--- src/rtl/torque_limit_pkg.sv ---
`default_nettype none
package torque_limit_pkg;
  localparam int LIMIT_W = 10;
  localparam logic [LIMIT_W-1:0] LIMIT_MAX = 10'h320;
  localparam logic [LIMIT_W-1:0] INTERNAL_LIMIT_RESET = 10'h320;
  localparam logic [LIMIT_W-1:0] EXTERNAL_LIMIT_DEFAULT = 10'h064;
  localparam logic [6:0] GAIN_MIN = 7'h0A;
  localparam logic [6:0] GAIN_MAX = 7'h64;
  localparam logic [6:0] GAIN_DEFAULT = 7'h1E;
  localparam logic [3:0] APP_ANALOG_LIMIT = 4'h1;
  localparam logic [1:0] MODE_SPEED = 2'h0;
  localparam logic [1:0] MODE_POSITION = 2'h1;
  localparam logic [1:0] MODE_TORQUE = 2'h2;
  localparam int CLK_PERIOD_NS = 20;
  localparam int CTRL_CYCLE_NS = 60000;
  localparam int CTRL_CYCLE_CLKS = CTRL_CYCLE_NS / CLK_PERIOD_NS;
  localparam int FILTER_UNIT_NS = 10000;
  localparam int FILTER_DT = CTRL_CYCLE_NS / FILTER_UNIT_NS;
  localparam int TICK_W = 12;
  localparam int DIV_W = 24;
  localparam int DIV_CNT_W = 5;
  localparam int FRAC_BITS = 8;
  localparam int PCT_W = 12;
  localparam int FLT_W = PCT_W + FRAC_BITS;
endpackage
`default_nettype wire

--- src/rtl/div_if.sv ---
`timescale 1ns/100ps
`default_nettype none
interface div_if;
  import torque_limit_pkg::*;
  logic start;
  logic [DIV_W-1:0] dividend;
  logic [DIV_W-1:0] divisor;
  logic [DIV_W-1:0] quotient;
  logic done;
  modport master (output start, output dividend, output divisor, input quotient, input done);
  modport slave (input start, input dividend, input divisor, output quotient, output done);
endinterface
`default_nettype wire

--- src/rtl/seq_divider.sv ---
`timescale 1ns/100ps
`default_nettype none
module seq_divider
  import torque_limit_pkg::*;
(
  input wire logic core_clk,
  input wire logic rst,
  div_if.slave div
);
  logic busy_reg, busy_next;
  logic done_reg, done_next;
  logic [DIV_CNT_W-1:0] cnt_reg, cnt_next;
  logic [DIV_W:0] rem_reg, rem_next;
  logic [DIV_W-1:0] quo_reg, quo_next;
  logic [DIV_W-1:0] dvs_reg, dvs_next;
  logic [DIV_W:0] trial;

  // One quotient bit per clock, restoring; the sequencer has thousands of idle clocks
  always_comb begin
    busy_next = busy_reg;
    done_next = 1'b0;
    cnt_next = cnt_reg;
    rem_next = rem_reg;
    quo_next = quo_reg;
    dvs_next = dvs_reg;
    trial = {rem_reg[DIV_W-1:0], quo_reg[DIV_W-1]};
    if (div.start && !busy_reg) begin
      busy_next = 1'b1;
      cnt_next = DIV_CNT_W'(DIV_W - 1);
      rem_next = '0;
      quo_next = div.dividend;
      dvs_next = div.divisor;
    end else if (busy_reg) begin
      if (trial >= {1'b0, dvs_reg}) begin
        rem_next = trial - {1'b0, dvs_reg};
        quo_next = {quo_reg[DIV_W-2:0], 1'b1};
      end else begin
        rem_next = trial;
        quo_next = {quo_reg[DIV_W-2:0], 1'b0};
      end
      cnt_next = cnt_reg - 1'b1;
      if (cnt_reg == '0) begin
        busy_next = 1'b0;
        done_next = 1'b1;
      end
    end
  end

  always_ff @(posedge core_clk or posedge rst) begin
    if (rst) begin
      busy_reg <= 1'b0;
      done_reg <= 1'b0;
      cnt_reg <= '0;
      rem_reg <= '0;
      quo_reg <= '0;
      dvs_reg <= '0;
    end else begin
      busy_reg <= busy_next;
      done_reg <= done_next;
      cnt_reg <= cnt_next;
      rem_reg <= rem_next;
      quo_reg <= quo_next;
      dvs_reg <= dvs_next;
    end
  end

  assign div.quotient = quo_reg;
  assign div.done = done_reg;
endmodule
`default_nettype wire

--- src/rtl/servo_torque_limit_select.sv ---
`timescale 1ns/100ps
`default_nettype none
// How it works
// - After the first clock out of reset, forward output is never above the forward internal limit and reverse never above the reverse one.
// - Internal limits take 0 to 800 percent, reset to 800 and act on the next clock.
// - External limit settings take 0 to 800 percent, default 100, and act without restart.
// - With the forward external input active the forward limit is the smaller of internal and external.
// - With the forward external input inactive only the forward internal limit applies.
// - With the reverse external input active the reverse limit is the smaller of internal and external.
// - With the reverse external input inactive only the reverse internal limit applies.
// - Any selected limit above the motor maximum torque is replaced by the motor maximum.
// - The analog-limit function code enables the analog limit, captured only at reset release.
// - In analog mode each direction uses the smaller of the analog limit and its internal limit.
// - The analog limit acts in every control mode other than torque control, mode 3 included, and never in torque control.
// - The analog limit is the magnitude of the input voltage and applies to both directions.
// - The analog input is scaled by a gain of 10 to 100 in 0.1 V steps, where 30 maps 3.0 V to rated.
// - The analog input passes a first-order filter with a 0 to 65535 constant in 0.01 ms, 0 meaning none.
module servo_torque_limit_select
  import torque_limit_pkg::*;
(
  input wire logic core_clk,
  input wire logic rst,
  input wire logic fwd_ext_limit_in,
  input wire logic rev_ext_limit_in,
  input wire logic [LIMIT_W-1:0] fwd_internal_limit,
  input wire logic [LIMIT_W-1:0] rev_internal_limit,
  input wire logic [LIMIT_W-1:0] fwd_external_limit,
  input wire logic [LIMIT_W-1:0] rev_external_limit,
  input wire logic [LIMIT_W-1:0] motor_max_torque,
  input wire logic [3:0] application_function_select,
  input wire logic [6:0] analog_torque_gain,
  input wire logic [15:0] analog_input_filter_tc,
  input wire logic signed [15:0] analog_torque_mv,
  input wire logic [1:0] control_mode,
  output logic [LIMIT_W-1:0] fwd_torque_limit,
  output logic [LIMIT_W-1:0] rev_torque_limit,
  output logic analog_limit_active,
  output logic control_tick
);
  typedef enum logic [1:0] {ST_IDLE, ST_SCALE, ST_FILTER} seq_state_t;

  div_if div ();
  seq_divider u_div (
    .core_clk(core_clk),
    .rst(rst),
    .div(div)
  );

  logic fwd_meta_reg, fwd_sync_reg, rev_meta_reg, rev_sync_reg;
  logic [TICK_W-1:0] tick_cnt_reg, tick_cnt_next;
  logic tick_reg, tick_next;
  logic fwd_ext_reg, fwd_ext_next, rev_ext_reg, rev_ext_next;
  logic started_reg, started_next, analog_mode_reg, analog_mode_next;
  seq_state_t state_reg, state_next;
  logic start_reg, start_next;
  logic [DIV_W-1:0] dividend_reg, dividend_next, divisor_reg, divisor_next;
  logic [FLT_W-1:0] flt_reg, flt_next;
  logic flt_neg_reg, flt_neg_next;
  logic analog_valid_reg, analog_valid_next;
  logic analog_act_reg, analog_act_next;
  logic [LIMIT_W-1:0] fwd_out_reg, fwd_out_next, rev_out_reg, rev_out_next;

  logic [16:0] abs_mv;
  logic [6:0] gain_c;
  logic [PCT_W-1:0] pct_sat;
  logic [FLT_W-1:0] target_fx, diff_mag;
  logic [LIMIT_W-1:0] fwd_int_c, rev_int_c, fwd_ext_c, rev_ext_c, max_c, analog_c;
  logic analog_on;

  function automatic logic [LIMIT_W-1:0] clamp_setting(input logic [LIMIT_W-1:0] v);
    return (v > LIMIT_MAX) ? LIMIT_MAX : v;
  endfunction

  function automatic logic [LIMIT_W-1:0] min2(input logic [LIMIT_W-1:0] a,
                                               input logic [LIMIT_W-1:0] b);
    return (a < b) ? a : b;
  endfunction

  // Contact inputs come from pins: two flops before any logic looks at them
  always_ff @(posedge core_clk or posedge rst) begin
    if (rst) begin
      fwd_meta_reg <= 1'b0;
      fwd_sync_reg <= 1'b0;
      rev_meta_reg <= 1'b0;
      rev_sync_reg <= 1'b0;
    end else begin
      fwd_meta_reg <= fwd_ext_limit_in;
      fwd_sync_reg <= fwd_meta_reg;
      rev_meta_reg <= rev_ext_limit_in;
      rev_sync_reg <= rev_meta_reg;
    end
  end

  always_comb begin
    fwd_int_c = clamp_setting(fwd_internal_limit);
    rev_int_c = clamp_setting(rev_internal_limit);
    fwd_ext_c = clamp_setting(fwd_external_limit);
    rev_ext_c = clamp_setting(rev_external_limit);
    max_c = motor_max_torque;
    if (analog_torque_gain < GAIN_MIN) begin
      gain_c = GAIN_MIN;
    end else if (analog_torque_gain > GAIN_MAX) begin
      gain_c = GAIN_MAX;
    end else begin
      gain_c = analog_torque_gain;
    end
    abs_mv = analog_torque_mv[15] ? 17'(-$signed({analog_torque_mv[15], analog_torque_mv}))
                                  : {1'b0, analog_torque_mv};
    // Percent = mV / gain, since gain counts 0.1 V per rated torque
    pct_sat = (div.quotient > DIV_W'((1 << PCT_W) - 1)) ? {PCT_W{1'b1}}
                                                         : div.quotient[PCT_W-1:0];
    target_fx = {pct_sat, {FRAC_BITS{1'b0}}};
    diff_mag = (target_fx >= flt_reg) ? (target_fx - flt_reg) : (flt_reg - target_fx);
    analog_c = (flt_reg[FLT_W-1:FRAC_BITS] > PCT_W'(LIMIT_MAX)) ? LIMIT_MAX
                                                               : flt_reg[FRAC_BITS+LIMIT_W-1:FRAC_BITS];
    analog_on = analog_mode_reg && analog_valid_reg && (control_mode != MODE_TORQUE);
  end

  always_comb begin
    tick_cnt_next = tick_cnt_reg + 1'b1;
    tick_next = 1'b0;
    if (tick_cnt_reg == TICK_W'(CTRL_CYCLE_CLKS - 1)) begin
      tick_cnt_next = '0;
      tick_next = 1'b1;
    end
    fwd_ext_next = tick_reg ? fwd_sync_reg : fwd_ext_reg;
    rev_ext_next = tick_reg ? rev_sync_reg : rev_ext_reg;
    started_next = 1'b1;
    analog_mode_next = started_reg ? analog_mode_reg
                                   : (application_function_select == APP_ANALOG_LIMIT);
    state_next = state_reg;
    start_next = 1'b0;
    dividend_next = dividend_reg;
    divisor_next = divisor_reg;
    flt_next = flt_reg;
    flt_neg_next = flt_neg_reg;
    analog_valid_next = analog_valid_reg;
    case (state_reg)
      ST_IDLE: begin
        if (tick_reg && analog_mode_reg) begin
          state_next = ST_SCALE;
          start_next = 1'b1;
          dividend_next = DIV_W'(abs_mv);
          divisor_next = DIV_W'(gain_c);
        end
      end
      ST_SCALE: begin
        if (div.done) begin
          // Step = diff * dt / (tc + dt); a zero constant gives the whole diff
          state_next = ST_FILTER;
          start_next = 1'b1;
          flt_neg_next = (target_fx < flt_reg);
          dividend_next = DIV_W'(diff_mag) * DIV_W'(FILTER_DT);
          divisor_next = DIV_W'(analog_input_filter_tc) + DIV_W'(FILTER_DT);
        end
      end
      ST_FILTER: begin
        if (div.done) begin
          state_next = ST_IDLE;
          analog_valid_next = 1'b1;
          flt_next = flt_neg_reg ? (flt_reg - div.quotient[FLT_W-1:0])
                                 : (flt_reg + div.quotient[FLT_W-1:0]);
        end
      end
      default: begin
        state_next = ST_IDLE;
      end
    endcase
  end

  // Settings act on the next clock; only the contacts and the analog value wait for a tick
  always_comb begin
    fwd_out_next = fwd_int_c;
    rev_out_next = rev_int_c;
    if (fwd_ext_reg) begin
      fwd_out_next = min2(fwd_out_next, fwd_ext_c);
    end
    if (rev_ext_reg) begin
      rev_out_next = min2(rev_out_next, rev_ext_c);
    end
    if (analog_on) begin
      fwd_out_next = min2(fwd_out_next, analog_c);
      rev_out_next = min2(rev_out_next, analog_c);
    end
    fwd_out_next = min2(fwd_out_next, max_c);
    rev_out_next = min2(rev_out_next, max_c);
    analog_act_next = analog_on;
  end

  always_ff @(posedge core_clk or posedge rst) begin
    if (rst) begin
      tick_cnt_reg <= '0;
      tick_reg <= 1'b0;
      fwd_ext_reg <= 1'b0;
      rev_ext_reg <= 1'b0;
      started_reg <= 1'b0;
      analog_mode_reg <= 1'b0;
      state_reg <= ST_IDLE;
      start_reg <= 1'b0;
      dividend_reg <= '0;
      divisor_reg <= '0;
      flt_reg <= '0;
      flt_neg_reg <= 1'b0;
      analog_valid_reg <= 1'b0;
      fwd_out_reg <= INTERNAL_LIMIT_RESET;
      rev_out_reg <= INTERNAL_LIMIT_RESET;
      analog_act_reg <= 1'b0;
    end else begin
      tick_cnt_reg <= tick_cnt_next;
      tick_reg <= tick_next;
      fwd_ext_reg <= fwd_ext_next;
      rev_ext_reg <= rev_ext_next;
      started_reg <= started_next;
      analog_mode_reg <= analog_mode_next;
      state_reg <= state_next;
      start_reg <= start_next;
      dividend_reg <= dividend_next;
      divisor_reg <= divisor_next;
      flt_reg <= flt_next;
      flt_neg_reg <= flt_neg_next;
      analog_valid_reg <= analog_valid_next;
      fwd_out_reg <= fwd_out_next;
      rev_out_reg <= rev_out_next;
      analog_act_reg <= analog_act_next;
    end
  end

  assign div.start = start_reg;
  assign div.dividend = dividend_reg;
  assign div.divisor = divisor_reg;
  assign fwd_torque_limit = fwd_out_reg;
  assign rev_torque_limit = rev_out_reg;
  assign analog_limit_active = analog_act_reg;
  assign control_tick = tick_reg;
endmodule
`default_nettype wire

--- config.mk ---
export PLATFORM = sky130hd
export DESIGN_NAME = servo_torque_limit_select
export DESIGN_NICKNAME = d
export VERILOG_FILES = /design/src/rtl/torque_limit_pkg.sv /design/src/rtl/div_if.sv /design/src/rtl/seq_divider.sv /design/src/rtl/servo_torque_limit_select.sv
export SDC_FILE = /design/constraint.sdc
export NUM_CORES = 1
export LEC_CHECK = 0
export ABC_AREA = 1
export BUFFER_PORTS_ARGS = -buffer_cell sky130_fd_sc_hd__buf_4
export CORE_ASPECT_RATIO = 0.6
export CORE_MARGIN = 2
export CORE_UTILIZATION = 50
export CTS_CLUSTER_DIAMETER = 50
export DETAILED_ROUTE_END_ITERATION = 12
export PLACE_DENSITY = 0.73
export SLEW_MARGIN = 0
export SYNTH_ARGS = -nofsm -noshare
export SYNTH_HDL_FRONTEND = slang
export SYNTH_HIERARCHICAL = 1
export SYNTH_SLANG_ARGS = --single-unit
--- constraint.sdc ---
create_clock -name core_clk -period 6 [get_ports core_clk]
set_input_delay 1.2 -clock core_clk [delete_from_list [all_inputs] [get_ports core_clk]]
set_output_delay 1.2 -clock core_clk [all_outputs]
set_load 0.05 [all_outputs]
==> key figures <==
Routing
  • Avg WL per Cell: 16.7 µm
  • Via count normalized by instance count: 5.51
  • Drc violations: 0
  • Total wire length after detailed routing: 47900 µm
  • Number of antenna-violating nets in the routed design: 0
  • Initial detailed-routing violation count: 1720
  • Vias after detailed routing: 15800
  • Count of TritonRoute iterations in the first routing pass: 5

Worst setup path
  • Crit Reg-Reg Startpoint: u_div/div.quotient[23]
  • Data arrival time of the critical path: 6.06 ns
  • Worst reg-to-reg setup slack: 0.52 ns
  • Setup Crit Path Kind: input pin to flop
  • Worst Setup End Kind: flop
  • Highest-delay cell along the critical path: sky130_fd_sc_hd__ha_1
  • End of the worst register-to-register path: div.dividend[20]
  • Required time reported for the critical path endpoint: 6.34 ns
  • Worst stage delay on the critical path: 0.30 ns
  • Logic depth of the worst register-to-register path: 32
  • Kind of start point of the critical path: input pin
  • Highest fanout seen on the critical path: 19

STA
  • Fmax: 0.175 GHz
  • Min cycle time layout: 5.72 ns
  • Setup-failing EPs final: 0
  • Final Hold Vio Count: 0
  • Final Skew: 0.0180 ns
  • Final-report max-slew violation count: 0
  • Final hold slack: 0.356 ns
  • Smallest setup slack after layout: 0.282 ns
  • Share of the clock period used by the worst path after layout: 0.953
  • Measured slew at the worst slew-check pin: 1.15 ns
  • Tightest slew margin relative to the limit: 0.235

GRT
  • GR Util All Layers: 0.294
  • Number of global-route vias before repair: 14100
  • Met1 track utilization from global routing: 0.491
  • Leftover overflow at the end of global routing: 0
  • Grt peak-use layer: met1
  • Met3 GRT Util: 0.0904
  • Maximum number of pins on one net before global-route repair: 62
  • First-pass GRT wire length: 76300 µm
  • GR met2 Demand/Resource: 0.353
  • Initial antenna violation count: 0

Layout
  • Antenna diodes: 0
  • Proportion of layout cells with a drive suffix above 1: 0.128
  • Number of nets in the final layout: 2682
  • Most frequent cells in the layout: sky130_fd_sc_hd__nand2_1 (587), sky130_fd_sc_hd__inv_1 (346), sky130_fd_sc_hd__dfrtp_1 (180)
  • Most common cell after layout, fill and taps aside: sky130_fd_sc_hd__nand2_1
  • Area growth, synth to finish: 15.1%
  • Final core area utilization: 0.584
  • Non-filler instance count after layout: 2862

Placement
  • Cell total after placement: 2824
  • Detail Placement HPWL: 37800 µm
  • Pre-CTS WS: -0.197 ns
  • GP Congestion: 0.981
  • Number of buffers added on ports: 120

Run status
  • Result of the run: finished clean

Hold path
  • Worst min-delay path startpoint: rev_meta_reg
  • Worst min-delay path endpoint: rev_sync_reg
  • Tightest Hold Check Type: flop to flop
  • Hold Path Depth: 0

Logic synthesis
  • Part of the Yosys area used for sequential elements: 0.295
  • Number of synthesized register bits: 186
  • Count of warnings emitted by yosys: 6
  • Number of synthesized flops with an enable pin: 0
  • Yosys top cell area share: 0.285
  • Number of distinct library cell variants in the gate-level netlist after synthesis: 62
  • Netlist area before placement: 0.0158 mm²
  • Top post-synthesis cells by area: sky130_fd_sc_hd__dfrtp_1 (29%), sky130_fd_sc_hd__nand2_1 (14%), sky130_fd_sc_hd__ha_1 (12%)
  • Syn Inst Count: 2286
  • Post-synthesis async set-or-reset flop share: 1.00
  • Average size of a mapped cell: 6.90 µm²
  • Dominant register cell in the synthesized netlist: sky130_fd_sc_hd__dfrtp_1
  • Library cell with the largest summed area after synthesis: sky130_fd_sc_hd__dfrtp_1

Floorplanning
  • Die area: 0.0330 mm²
  • Core Footprint: 0.0311 mm²
  • Starting density of the core: 0.508
  • Width of the die: 233 µm
  • Rows: 50
  • Total I/O pin count: 121
  • Vertical die dimension: 142 µm

Job
  • Number of max-cap violations: 0

Clock network
  • Maximum buffer depth of the clock tree: 2
  • Clk Tree Root Cell: sky130_fd_sc_hd__clkbuf_16
  • Number of clock sinks: 186
  • Clock slew at the register clock pins of the worst setup and hold paths: 0.08 ns
  • CTS tree: done
  • Worst-Skew Late Latency: 0.46 ns
  • Depth of the CTS H-tree: 4
  • TritonCTS Buffers: 17

Pwr
  • Clock share of power: 0.402
  • Sequential fraction of design power: 0.445
  • Gate power share: 0.153
  • P per Cell Area: 159 mW/mm²
  • Peak supply drop: 0.190 mV
  • NetSw: 868 µW
  • Switching portion of total power: 0.300
  • Internal power: 2.02 mW
  • Static Leakage: 9.47 nW
  • Total power of the final layout: 2.89 mW
-- worst max-delay path by stage --
stage | from | end | slack [ns]
after detailed placement | rev_internal_limit[3] | rev_torque_limit[0] | -0.20
after CTS | rev_internal_limit[3] | rev_torque_limit[3] | 0.26
after floorplan | fwd_external_limit[6] | fwd_torque_limit[0] | 0.13
after global placement | rev_internal_limit[3] | rev_torque_limit[0] | -0.20
final | rev_internal_limit[7] | rev_torque_limit[7] | 0.28
after global routing | fwd_external_limit[7] | fwd_torque_limit[1] | -0.06
-- cell usage after synthesis, drive strengths merged, types with 7 or more instances --
cell	n
a21oi	145
a31oi	17
buf	19
clkbuf	36
dfrtp	180
ha	146
inv	350
nand2	608
nand3	142
nand4	43
nor2	194
nor3	28
nor4	11
o211ai	14
o21ai	179
o21bai	10
o221ai	12
o31ai	7
xnor2	33
xor2	45
-- area by class of cell --
type | instances | area (µm²)
tap | 416 | 520
clock buffer | 19 | 453
multi-input combinational | 1698 | 9700
inverter | 356 | 1340
timing repair buffer | 174 | 1340
clock inverter | 13 | 151
sequential | 186 | 4660
fill | 2863 | 12900
-- per-stage QoR --
stage / area [µm²] / setup TNS (ns)
after floorplan: 15800 / 0
after global placement: 17400 / -1.98
after detailed placement: 17400 / -3.14
after CTS: 18000 / 0
after global routing: 18200 / -0.323
final: 18200 / 0
-- power by group through the flow --
| stage | Clock, mW | Combinational (mW) | Sequential (mW) |
|---|---|---|---|
| after detailed placement | 0 | 0.426 | 1.31 |
| final | 1.16 | 0.442 | 1.29 |
| after floorplan | 0 | 0.184 | 1.38 |
| after global placement | 0 | 0.419 | 1.31 |
| after global routing | 1.24 | 0.485 | 1.29 |
| after CTS | 1.19 | 0.427 | 1.29 |
-- worst max-delay path: cells and delay by family --
kind | cells | cell delay (ns)
AOI/OAI and AO/OA | 7 | 1.37
adders and majority gates | 3 | 0.83
and+or+nand+nor | 22 | 2.11
buffers and inverters | 4 | 0.54
-- logic make-up (layout without fill, tap and decap cells) --
family          Yosys count  after routing  share of synthesized area
compound gates          419            419                      0.152
xor+xnor                 78             78                     0.0433
fa+ha+maj               150            150                      0.121
buf+inv                 411            562                      0.101
flops                   186            186                      0.295
mux                       2              2                    0.00143
other cells               2              9                   0.000476
simple gates           1038           1040                      0.286
-- repair_timing --
action                     in CTS  in global routing
setup endpoints to repair       0                 27
resized for setup               0                 45
hold buffers                    0                  0
setup buffers                   0                  4
-- layer usage --
layer,part of all wire,vias up
met5,0,-
li1,-,7778
met4,0.0089,0
met1,0.51,7274
met3,0.12,42
met2,0.36,683
No activity file was read; power rests on OpenSTA's default activity.
